[config.mk]
export PLATFORM = sky130hd
export DESIGN_NAME = sadc_dev_flat
export DESIGN_NICKNAME = d
export VERILOG_FILES = /design/src/sadc_pkg.sv /design/src/sadc_if.sv /design/src/sadc_dev.sv /design/src/flat_wrapper.sv
export SDC_FILE = /design/constraint.sdc
export NUM_CORES = 1
export LEC_CHECK = 0
export BUFFER_PORTS_ARGS = -buffer_cell sky130_fd_sc_hd__buf_2
export CAP_MARGIN = 0
export CORE_MARGIN = 10
export CORE_UTILIZATION = 60
export CTS_CLUSTER_DIAMETER = 60
export DETAILED_ROUTE_END_ITERATION = 6
export PLACE_DENSITY = 0.81
export SYNTH_ARGS = -nofsm -noshare
export SYNTH_HDL_FRONTEND = slang
export SYNTH_SLANG_ARGS = --single-unit
[constraint.sdc]
create_clock -name ref_clk -period 3.8 [get_ports ref_clk]
set_input_delay 0.38 -clock ref_clk [delete_from_list [all_inputs] [get_ports ref_clk]]
set_output_delay 0.38 -clock ref_clk [all_outputs]
set_load 0.03 [all_outputs]
[src/sadc_pkg.sv]
// Purpose: shared constants and types for the serial converter link
// Assumes: 40 MHz ref_clk on both ends
// Notes:   counts are in link clock edges after the select falls
package sadc_pkg;

  localparam int          WORD_W   = 10;
  localparam int          FRAME_W  = 16;
  localparam int          CNT_W    = 5;
  localparam int          CLK_MHZ  = 40;

  // falling- and rising-edge marks inside one frame
  localparam logic [4:0]  FALL_MODE_KEEP  = 5'h02;
  localparam logic [4:0]  FALL_SHUT_LIMIT = 5'h0a;
  localparam logic [4:0]  FALL_FRAME_END  = 5'h10;
  localparam logic [4:0]  RISE_TRACK      = 5'h0d;
  localparam logic [3:0]  BIT_TOP         = 4'hf;
  localparam logic [2:0]  LEAD_PAD        = 3'h0;
  localparam logic [2:0]  TRAIL_PAD       = 3'h0;

  // host frame plan, counted in rising link clock edges
  // slots 0..2 are leading zeros, so data sits in slots 3..12
  localparam logic [4:0]  RISE_FIRST_DATA = 5'h03;
  localparam logic [4:0]  RISE_LAST_DATA  = 5'h0c;
  localparam logic [4:0]  RISE_END_FULL   = 5'h11;
  localparam logic [4:0]  RISE_END_SHUT   = 5'h05;
  localparam logic [4:0]  FRAME_CYCLES    = 5'h14;

  // times in ns and their cycle counts
  localparam int SCLK_PERIOD_NS        = 500;
  localparam int TRACK_TIME_MIN_NS     = 350;
  localparam int INTERFRAME_GAP_TIME_NS = 50;
  localparam int SCLK_HALF_INT  = (SCLK_PERIOD_NS * CLK_MHZ) / 2000;
  localparam int GAP_INT =
    ((INTERFRAME_GAP_TIME_NS + TRACK_TIME_MIN_NS) * CLK_MHZ + 999) / 1000;
  localparam logic [7:0]  SCLK_HALF_CYC = 8'(SCLK_HALF_INT);
  localparam logic [7:0]  GAP_CYC       = 8'(GAP_INT);

  localparam logic [1:0]  FIFO_DEPTH    = 2'h2;

  typedef enum logic [1:0] {
    MODE_NORMAL = 2'h1,
    MODE_SHUT   = 2'h2
  } sadc_mode_e;

  typedef enum logic [1:0] {
    HST_IDLE = 2'h1,
    HST_RUN  = 2'h2
  } sadc_hst_e;

endpackage : sadc_pkg

[src/sadc_if.sv]
// Purpose: three-wire link between host and converter ends
// Assumes: host drives select and clock, converter drives data
// Notes:   a released data line shows the inverse of the last bit
interface sadc_if;
  logic frame_sel_n;
  logic sclk;
  logic serial_result_out;
  logic serial_result_oe;
  wire  serial_result_out_line;

  // released line inverts the last bit, so a late sample shows up as a wrong bit
  assign serial_result_out_line = serial_result_oe ? serial_result_out : ~serial_result_out;

  modport dev (
    input  frame_sel_n,
    input  sclk,
    output serial_result_out,
    output serial_result_oe
  );

  modport host (
    output frame_sel_n,
    output sclk,
    input  serial_result_out_line
  );
endinterface : sadc_if

[src/sadc_dev.sv]
// Purpose: converter end: frame decode, mode and power control, shifter
// Assumes: link pins are asynchronous to ref_clk and are synchronised
// Notes:   analog_code stands in for the converted input value
module sadc_dev
  import sadc_pkg::*;
(
  input  wire logic               ref_clk,
  input  wire logic               reset_n,
  input  wire logic               clk_en,
  sadc_if.dev                     link,
  input  wire logic [WORD_W-1:0]  analog_code,
  output      logic               shutdown_mode,
  output      logic               powered_up,
  output      logic               track_mode,
  output      logic               frame_active
);

  // power-on mode is unknown on the real part; pick one here
  parameter logic PWRUP_SHUT = 1'b0;

  typedef struct packed {
    logic [1:0]         cs_sync;
    logic [1:0]         ck_sync;
    logic               cs_prev;
    logic               ck_prev;
    sadc_mode_e         mode;
    sadc_mode_e         mode_at_start;
    logic               in_frame;
    logic               powered;
    logic               dummy_frame;
    logic               track;
    logic [CNT_W-1:0]   falls;
    logic [CNT_W-1:0]   rises;
    logic [FRAME_W-1:0] word;
    logic               sdo;
    logic               sdo_oe;
  } sadc_dev_s;

  sadc_dev_s q;
  sadc_dev_s d;

  // picks the bit that belongs to a given falling edge, msb first
  function automatic logic word_bit(
    input logic [FRAME_W-1:0] w,
    input logic [CNT_W-1:0]   idx
  );
    return w[BIT_TOP - idx[3:0]];
  endfunction : word_bit

  logic cs_s;
  logic ck_s;
  logic cs_fall;
  logic cs_rise;
  logic ck_fall;
  logic ck_rise;
  logic [CNT_W-1:0] falls_n;
  logic [CNT_W-1:0] rises_n;

  // edges are taken from the second sync stage only
  assign cs_s    = q.cs_sync[1];
  assign ck_s    = q.ck_sync[1];
  assign cs_fall = q.cs_prev & ~cs_s;
  assign cs_rise = ~q.cs_prev & cs_s;
  assign ck_fall = q.ck_prev & ~ck_s;
  assign ck_rise = ~q.ck_prev & ck_s;
  assign falls_n = q.falls + 5'h01;
  assign rises_n = q.rises + 5'h01;

  // next-state logic for the whole end
  always_comb begin
    d = q;
    d.cs_sync[0] = link.frame_sel_n;
    d.cs_sync[1] = q.cs_sync[0];
    d.ck_sync[0] = link.sclk;
    d.ck_sync[1] = q.ck_sync[0];
    d.cs_prev    = cs_s;
    d.ck_prev    = ck_s;

    if (cs_fall) begin
      // a select fall always wins over a clock edge in the same cycle
      d.in_frame      = 1'b1;
      d.falls         = '0;
      d.rises         = '0;
      d.mode_at_start = q.mode;
      d.mode          = MODE_NORMAL;
      d.track         = 1'b0;
      // waking from shutdown, or never settled since reset
      d.dummy_frame   = ~q.powered | (q.mode == MODE_SHUT);
      if (q.mode == MODE_SHUT) begin
        d.powered = 1'b0;
      end
      // a dummy frame carries no usable code, so send zeros
      if (d.dummy_frame) begin
        d.word = {LEAD_PAD, {WORD_W{1'b0}}, TRAIL_PAD};
      end else begin
        d.word = {LEAD_PAD, analog_code, TRAIL_PAD};
      end
      d.sdo    = word_bit(d.word, '0);
      d.sdo_oe = 1'b1;
    end else if (q.in_frame && cs_rise) begin
      // frame closed by the host; decide mode from the fall count
      d.in_frame = 1'b0;
      d.sdo_oe   = 1'b0;
      d.track    = 1'b1;
      if (q.falls < FALL_MODE_KEEP) begin
        d.mode = q.mode_at_start;
      end else if (q.falls < FALL_SHUT_LIMIT) begin
        d.mode = MODE_SHUT;
      end else begin
        d.mode = MODE_NORMAL;
      end
    end else if (q.in_frame) begin
      // counts saturate so an idle-low select cannot wrap them
      if (ck_fall && q.falls < FALL_FRAME_END) begin
        d.falls = falls_n;
        if (falls_n == FALL_FRAME_END) begin
          d.sdo_oe = 1'b0;
          if (q.dummy_frame) begin
            d.powered = 1'b1;
          end
        end else begin
          d.sdo = word_bit(q.word, falls_n);
        end
      end
      if (ck_rise && q.rises < FALL_FRAME_END) begin
        d.rises = rises_n;
        if (rises_n == RISE_TRACK) begin
          d.track = 1'b1;
        end
      end
    end
  end

  // state register; clk_en freezes everything
  always_ff @(posedge ref_clk) begin
    if (!reset_n) begin
      q.cs_sync       <= 2'h3;
      q.ck_sync       <= 2'h3;
      q.cs_prev       <= 1'b1;
      q.ck_prev       <= 1'b1;
      q.mode          <= PWRUP_SHUT ? MODE_SHUT : MODE_NORMAL;
      q.mode_at_start <= MODE_NORMAL;
      q.in_frame      <= 1'b0;
      q.powered       <= 1'b0;
      q.dummy_frame   <= 1'b0;
      q.track         <= 1'b1;
      q.falls         <= '0;
      q.rises         <= '0;
      q.word          <= '0;
      q.sdo           <= 1'b0;
      q.sdo_oe        <= 1'b0;
    end else if (clk_en) begin
      q <= d;
    end
  end

  // link pins and status come straight from flops, except shutdown_mode, decoded from the mode flops
  assign link.serial_result_out = q.sdo;
  assign link.serial_result_oe  = q.sdo_oe;
  assign shutdown_mode          = (q.mode == MODE_SHUT);
  assign powered_up             = q.powered;
  assign track_mode             = q.track;
  assign frame_active           = q.in_frame;

endmodule : sadc_dev

[src/flat_wrapper.sv]
// flat-port wrapper written by rule: the top's interface ports become plain ports
module sadc_dev_flat import sadc_pkg::*;
  (ref_clk, reset_n, clk_en, analog_code, shutdown_mode, powered_up, track_mode, frame_active, link_frame_sel_n, link_sclk, link_serial_result_out, link_serial_result_oe);
  sadc_if link_i ();
  input  wire logic ref_clk;
  input  wire logic reset_n;
  input  wire logic clk_en;
  input  wire logic [WORD_W-1:0] analog_code;
  output      logic shutdown_mode;
  output      logic powered_up;
  output      logic track_mode;
  output      logic frame_active;
  input wire logic [$bits(link_i.frame_sel_n)-1:0] link_frame_sel_n;
  input wire logic [$bits(link_i.sclk)-1:0] link_sclk;
  output wire logic [$bits(link_i.serial_result_out)-1:0] link_serial_result_out;
  output wire logic [$bits(link_i.serial_result_oe)-1:0] link_serial_result_oe;
  assign link_i.frame_sel_n = link_frame_sel_n;
  assign link_i.sclk = link_sclk;
  assign link_serial_result_out = link_i.serial_result_out;
  assign link_serial_result_oe = link_i.serial_result_oe;
  sadc_dev u_core (.ref_clk(ref_clk), .reset_n(reset_n), .clk_en(clk_en), .link(link_i), .analog_code(analog_code), .shutdown_mode(shutdown_mode), .powered_up(powered_up), .track_mode(track_mode), .frame_active(frame_active));
endmodule
==> impl_metrics.yaml, run 1 <==
cells_and_area:
  most_common_library_cell_in_the_layout_ignoring_fill_and_taps: "sky130_fd_sc_hd__dfxtp_1"
  flow.area_growth_from_synthesis_pct: 6.40
  nNetsFinal: 236
  final_antenna_diode_count: 0
  layout_common_cells: "sky130_fd_sc_hd__dfxtp_1, sky130_fd_sc_hd__nand2_1, sky130_fd_sc_hd__buf_2, sky130_fd_sc_hd__nor2b_1, sky130_fd_sc_hd__a22oi_1"
  layout-drive-gt1-share_pct: 17.5
setup_path:
  worst-path-stages: 5
  crit_buf_inv: 0
  critPathKind: "reg2reg"
  worst_setup_path_start_kind: "flip-flop"
  critPathCaptureType: "flip-flop"
  cpPeakStageDelay_ns: 0.60
  worstPathArrival_ns: 2.06
  worst_path_dominant_cell_family: "compound AO/OA/AOI/OAI gates"
  required_ns: 4.04
  crit_path_max_fanout: 11
  worst-r2r-cell-count: 5
  critical-path-slowest-cell: "sky130_fd_sc_hd__dfxtp_1"
  crit_chain: "ha_1, nand3_1, o21ai_2, a21oi_1, o31a_1"
yosys:
  post-synth-top-area-cell: "sky130_fd_sc_hd__dfxtp_1"
  async_reset_ff_share_pct: 0
  synthesis.nets: 224
  synth.yosys.seq_area_share_pct: 38.8
  synth_largest_type_area_fraction_pct: 38.8
  post_synth.cell_area_avg_sq_um: 9.06
  summed_instance_area_of_the_synthesized_netlist_sq_um: 1860
  yosysWarnings: 0
  synth.lib_cells_used.distinct: 50
  syn-instance-count: 205
  ys_ff_latch: 36
  synth.area.top_cells: "sky130_fd_sc_hd__dfxtp_1, sky130_fd_sc_hd__mux2i_1, sky130_fd_sc_hd__nor2b_1, sky130_fd_sc_hd__nand2_1, sky130_fd_sc_hd__a22oi_1"
  number_of_synthesized_flops_with_an_enable_pin: 0
  most_used_flip_flop_cell_after_synthesis: "sky130_fd_sc_hd__dfxtp_1"
clock_network:
  clk-insertion-delay-late_ns: 0.34
  post_cts_resize_count: 0
  clock_tree.root_cell: "sky130_fd_sc_hd__clkbuf_4"
  cts_sinks: 36
  tritoncts_clock_tree: "yes"
  post-cts-setup-buffers: 0
  cts_hold_buffers: 0
  cts.path.max_buffers: 2
  clk_pin_slew_worst_paths_ns: 0.10
  cts_max_level: 2
  numCtsBuffers: 5
floorplanning:
  fp.coreArea_sq_um: 3000
  design.portCount: 21
  fp.dieW_um: 75.6
  die_area_sq_um: 5720
  starting_density_of_the_core_pct: 61.8
  std_cell_rows: 20
  die-height_um: 75.6
drt:
  first_iter_violations: 155
  via_count_of_the_routed_design: 1490
  post-route-drc-count: 0
  finalWirelength_um: 3930
  met1_length_um: 1880
  wl_per_instance_um: 15.7
  antenna_violating_nets_post_route: 0
  firstDrtPassIters: 4
  met3_wirelength_um: 167
  routed_via_density: 5.96
  met2WireLength_um: 1840
  max_used_layer: "met4"
timing:
  max_slew.worst_pin.slew_ns: 0.562
  fin_ws_ns: 1.98
  drv_slew: 0
  rsz_0062_raised_after_global_routing: "no"
  setup-violations-final: 0
  clk_skew_ns: 0.00579
  setup_tns_ns: 0
  finalCritPeriodShare_pct: 48.0
  achievable-frequency_ghz: 0.548
  min_tclk_post_route_ns: 1.82
  maxSlewHeadroom_pct: 62.5
  timing.final.hold_violations: 0
power:
  static-leakage-power_uw: 0.000781
  powerDensity_nw_per_um2: 315
  ir_worst_vdd_uv: 253
global_routing:
  grt_use_total_pct: 14.9
  globalRoute.totalOverflow: 0
  pin_count_of_the_biggest_net_entering_global_routing: 38
  grt_antenna_before_repair: 0
  grt_first_pass_wirelength_um: 6600
  grt_pass1_vias: 1372
place:
  io_buffers: 20
  finalWeightedCongestion: 0.841
  place_ws_ns: 1.89
  dp_hpwl_um: 2830
hold_path:
  hold_depth: 3
  hold_class: "in2reg"
job:
  drv.max_cap_violation_count: 0
status:
  outcome: "complete, no violations"
-- worst min-delay path, cell delays in order --
cell,delay (ns)
sky130_fd_sc_hd__buf_2,0.07
sky130_fd_sc_hd__mux2i_1,0.06
sky130_fd_sc_hd__nand2_1,0.06
-- synth_stat cells, types with 2 or more instances --
master                     number
sky130_fd_sc_hd__clkbuf_1       7
sky130_fd_sc_hd__a21boi_1       4
sky130_fd_sc_hd__ha_1           4
sky130_fd_sc_hd__nor3_1         2
sky130_fd_sc_hd__buf_2          7
sky130_fd_sc_hd__mux2i_1        9
sky130_fd_sc_hd__nor2b_1       14
sky130_fd_sc_hd__nand3_1        7
sky130_fd_sc_hd__a22oi_1       10
sky130_fd_sc_hd__nor2_1         8
sky130_fd_sc_hd__a21oi_1        7
sky130_fd_sc_hd__o211ai_1       2
sky130_fd_sc_hd__o21ai_0        9
sky130_fd_sc_hd__and2_1         3
sky130_fd_sc_hd__nand4_1        5
sky130_fd_sc_hd__and3b_1        2
sky130_fd_sc_hd__nand2_1       23
sky130_fd_sc_hd__xor2_1         2
sky130_fd_sc_hd__nand2b_1       4
sky130_fd_sc_hd__inv_1          5
sky130_fd_sc_hd__dfxtp_1       36
sky130_fd_sc_hd__xnor2_1        2
sky130_fd_sc_hd__a21boi_0       4
sky130_fd_sc_hd__mux4_2         2
sky130_fd_sc_hd__or3_1          2
-- final cells by class --
cell class | count | area [sq um]
inverter | 5 | 18.8
timing repair buffer | 20 | 100
clock inverter | 1 | 5.00
tap | 33 | 41.3
sequential | 36 | 721
clock buffer | 6 | 41.3
multi-input combinational | 149 | 1050
fill | 248 | 1030
-- cells by family (layout without fill, tap and decap cells) --
group,Yosys count,after routing,synth area share (%)
AND/OR/NAND/NOR,81,81,24.9
AO/OA/AOI/OAI,47,47,18.3
flip-flops,36,36,38.8
buffers and inverters,20,32,4.72
multiplexers,12,12,7.88
XOR/XNOR,5,5,2.76
adder cells (fa/ha/maj),4,4,2.70
-- stage by stage --
step	cell area [sq um]	utilization [%]	std cells	power [uW]	hold slack, ns
5_1_grt	1980	65.8	250	649	0.251
3_5_place_dp	1930	64.3	243	440	0.466
2_1_floorplan	1860	-	205	427	0.441
3_3_place_gp	1930	64.3	243	439	0.455
4_1_cts	1980	65.8	250	626	0.249
6_report	1980	65.8	250	622	0.256
-- worst paths after layout --
kind | from | endpoint | slack, ns
worst min register to register | u_core.q[33] | u_core.q[33] | 0.48
worst min-delay path | link_frame_sel_n | u_core.d[41] | 0.26
worst max-delay path | u_core.q[23] | u_core.link.serial_result_oe | 1.98
worst max register to register | u_core.q[23] | u_core.link.serial_result_oe | 1.98
-- metal layers --
metal	GRT usage [%]	up-vias
li1	-	750
met1	19.8	708
met2	22.2	26
met3	4.95	6
met4	4.33	0
met5	0	-
-- power breakdown --
part | total (uW) | internal (uW) | switching (uW)
Clock | 190 | 68.1 | 122
Combinational | 44.5 | 19.2 | 25.3
Sequential | 388 | 382 | 5.30
Total | 622 | 470 | 152
-- state kept, by name, summed over array words and instances (netlist names) --
| name | flops |
|---|---|
| u_core.d | 2 |
| u_core.track_mode | 1 |
| u_core.link.serial_result_out | 1 |
| u_core.cs_s | 1 |
| u_core.ck_s | 1 |
| u_core.frame_active | 1 |
| u_core.powered_up | 1 |
| u_core.link.serial_result_oe | 1 |
| u_core.q | 27 |
No activity file was read; power rests on OpenSTA's default activity.
==> run 2: changes to the inputs <==
Settings changed: CORE_UTILIZATION 60 to 57, PLACE_DENSITY 0.81 to 0.77.
Clock period 3.8 ns to 1.8 ns, I/O delays scaled along.
==> run 2 against run 1 <==
Compared with the run above:
- worst hold slack got worse by 0.22 ns
- fmax up 7.8%
- clock skew up 0.0033 ns
- die area up 3.9%
- register-to-register slack got worse by 1.9 ns
- non-clock buffer count up 4
- via count increased by 3.6%
- critical path depth is 1 higher
- setup slack got worse by 1.9 ns
==> impl_metrics.yaml, run 2 (synthesis results as in run 1) <==
power:
  ir_worst_vdd_uv: 645
  static-leakage-power_uw: 0.000814
  powerDensity_nw_per_um2: 726
place:
  postPlaceCellArea_sq_um: 1970
  placed_cells_incl_taps: 258
  io_buffers: 20
  dp_hpwl_um: 2990
  finalWeightedCongestion: 0.890
drt:
  first_iter_violations: 131
  finalWirelength_um: 4070
  via_count_of_the_routed_design: 1544
  antenna_violating_nets_post_route: 0
  wl_per_instance_um: 15.3
  met3_wirelength_um: 185
  firstDrtPassIters: 4
  met2WireLength_um: 1990
  post-route-drc-count: 0
  routed_via_density: 5.80
  max_used_layer: "met4"
  met1_length_um: 1840
timing:
  rsz_0062_raised_after_global_routing: "no"
  drv_slew: 0
  maxSlewHeadroom_pct: 63.7
  achievable-frequency_ghz: 0.591
  max_slew.worst_pin.slew_ns: 0.545
  timing.final.hold_violations: 0
  setup-violations-final: 0
  setup_tns_ns: 0
  finalHoldWorstSlack_ns: 0.0399
  finalCritPeriodShare_pct: 94.0
  min_tclk_post_route_ns: 1.69
  clk_skew_ns: 0.00912
global_routing:
  pin_count_of_the_biggest_net_entering_global_routing: 26
  globalRoute.totalOverflow: 0
  grt_antenna_before_repair: 0
  grt_use_total_pct: 14.0
  grt_pass1_vias: 1458
  grt_first_pass_wirelength_um: 6910
clock_network:
  tritoncts_clock_tree: "yes"
  cts_sinks: 36
  cts_max_level: 2
  clk-insertion-delay-late_ns: 0.35
  clock_tree.root_cell: "sky130_fd_sc_hd__clkbuf_4"
  clk_pin_slew_worst_paths_ns: 0.12
  post-cts-setup-buffers: 0
  post_cts_resize_count: 1
  numCtsBuffers: 5
  cts_hold_buffers: 0
  cts.path.max_buffers: 2
setup_path:
  worst_setup_path_start_kind: "flip-flop"
  cpPeakStageDelay_ns: 0.41
  crit_path_max_fanout: 11
  crit_chain: "ha_1, nor4b_1, nand2_1, o21ai_2, a21oi_1, o31a_1"
  critPathCaptureType: "flip-flop"
  worstPathArrival_ns: 1.94
  required_ns: 2.04
  rrSetupSlack_ns: 0.11
  critPathKind: "reg2reg"
  critical-path-slowest-cell: "sky130_fd_sc_hd__dfxtp_2"
cells_and_area:
  layout_common_cells: "sky130_fd_sc_hd__dfxtp_1, sky130_fd_sc_hd__nand2_1, sky130_fd_sc_hd__buf_2, sky130_fd_sc_hd__nor2b_1, sky130_fd_sc_hd__a22oi_1"
  nFillCells: 264
  layout-drive-gt1-share_pct: 20.3
  most_common_library_cell_in_the_layout_ignoring_fill_and_taps: "sky130_fd_sc_hd__dfxtp_1"
  largest_reg_flops: 27
  flow.area_growth_from_synthesis_pct: 10.6
  fin_cells: 266
  register_with_the_highest_flop_count: "u_core.q"
  final_antenna_diode_count: 0
  final_cell_area_sq_um: 2050
  nNetsFinal: 240
status:
  outcome: "complete, no violations"
hold_path:
  hold_class: "in2reg"
floorplanning:
  std_cell_rows: 20
  fp.dieW_um: 77.1
  die-height_um: 77.1
  design.portCount: 21
  die_area_sq_um: 5940
  starting_density_of_the_core_pct: 60.3
  fp.coreArea_sq_um: 3080
job:
  drv.max_cap_violation_count: 0
## run 2: cell count changes in the layout (fill, tap and decap cells not counted), sizes merged
| cell | change |
|---|---|
| buf | +4 |
| clkbuf | -1 |
| clkinvlp | +1 |
| bufinv | +1 |
## run 2: area by class of cell
cell class	count	area, sq um	area share (%)
Tap cell	44	55.1	2.68
Sequential cell	36	722	35.1
Clock inverter	3	42.5	2.07
Timing Repair Buffer	24	130	6.33
Multi-Input combinational cell	149	1050	51.0
Clock buffer	5	37.5	1.83
Inverter	5	18.8	0.914
## run 2: worst paths after layout
check | startpoint | endpoint | cells past startpoint
worst min register to register | u_core.q[33] | u_core.q[33] | 2
worst max register to register | u_core.q[23] | u_core.link.serial_result_oe | 6
worst max-delay path | u_core.q[23] | u_core.link.serial_result_oe | 6
worst min-delay path | link_sclk | u_core.d[39] | 3
## run 2: power by group
part | leakage [uW] | internal [uW] | switching (uW)
sequential | 0.000292 | 807 | 11.3
clock | 0.0000412 | 289 | 283
combinational | 0.000481 | 44.7 | 55.3
## run 2: through the flow
step,power (uW),util (%),worst slack (ns)
4_1_cts,1500,66.7,0.0882
6_report,1490,66.7,0.108
5_1_grt,1540,66.7,0.0148
3_5_place_dp,937,64.1,0.0210
3_3_place_gp,933,64.1,0.147
2_1_floorplan,902,-,0.187
## run 2: routing by layer
metal	vias to the layer above	track usage [%]
met1	740	16.8
li1	758	-
met3	7	3.50
met2	39	23.6
met5	-	0
met4	0	4.93
## run 2: worst max-delay path, delay by kind of cell (launching register included)
kind / cells / cell delay, ns
adders and majority gates: 1 / 0.29
and+or+nand+nor: 2 / 0.40
AOI/OAI and AO/OA: 3 / 0.49
DFF: 1 / 0.41
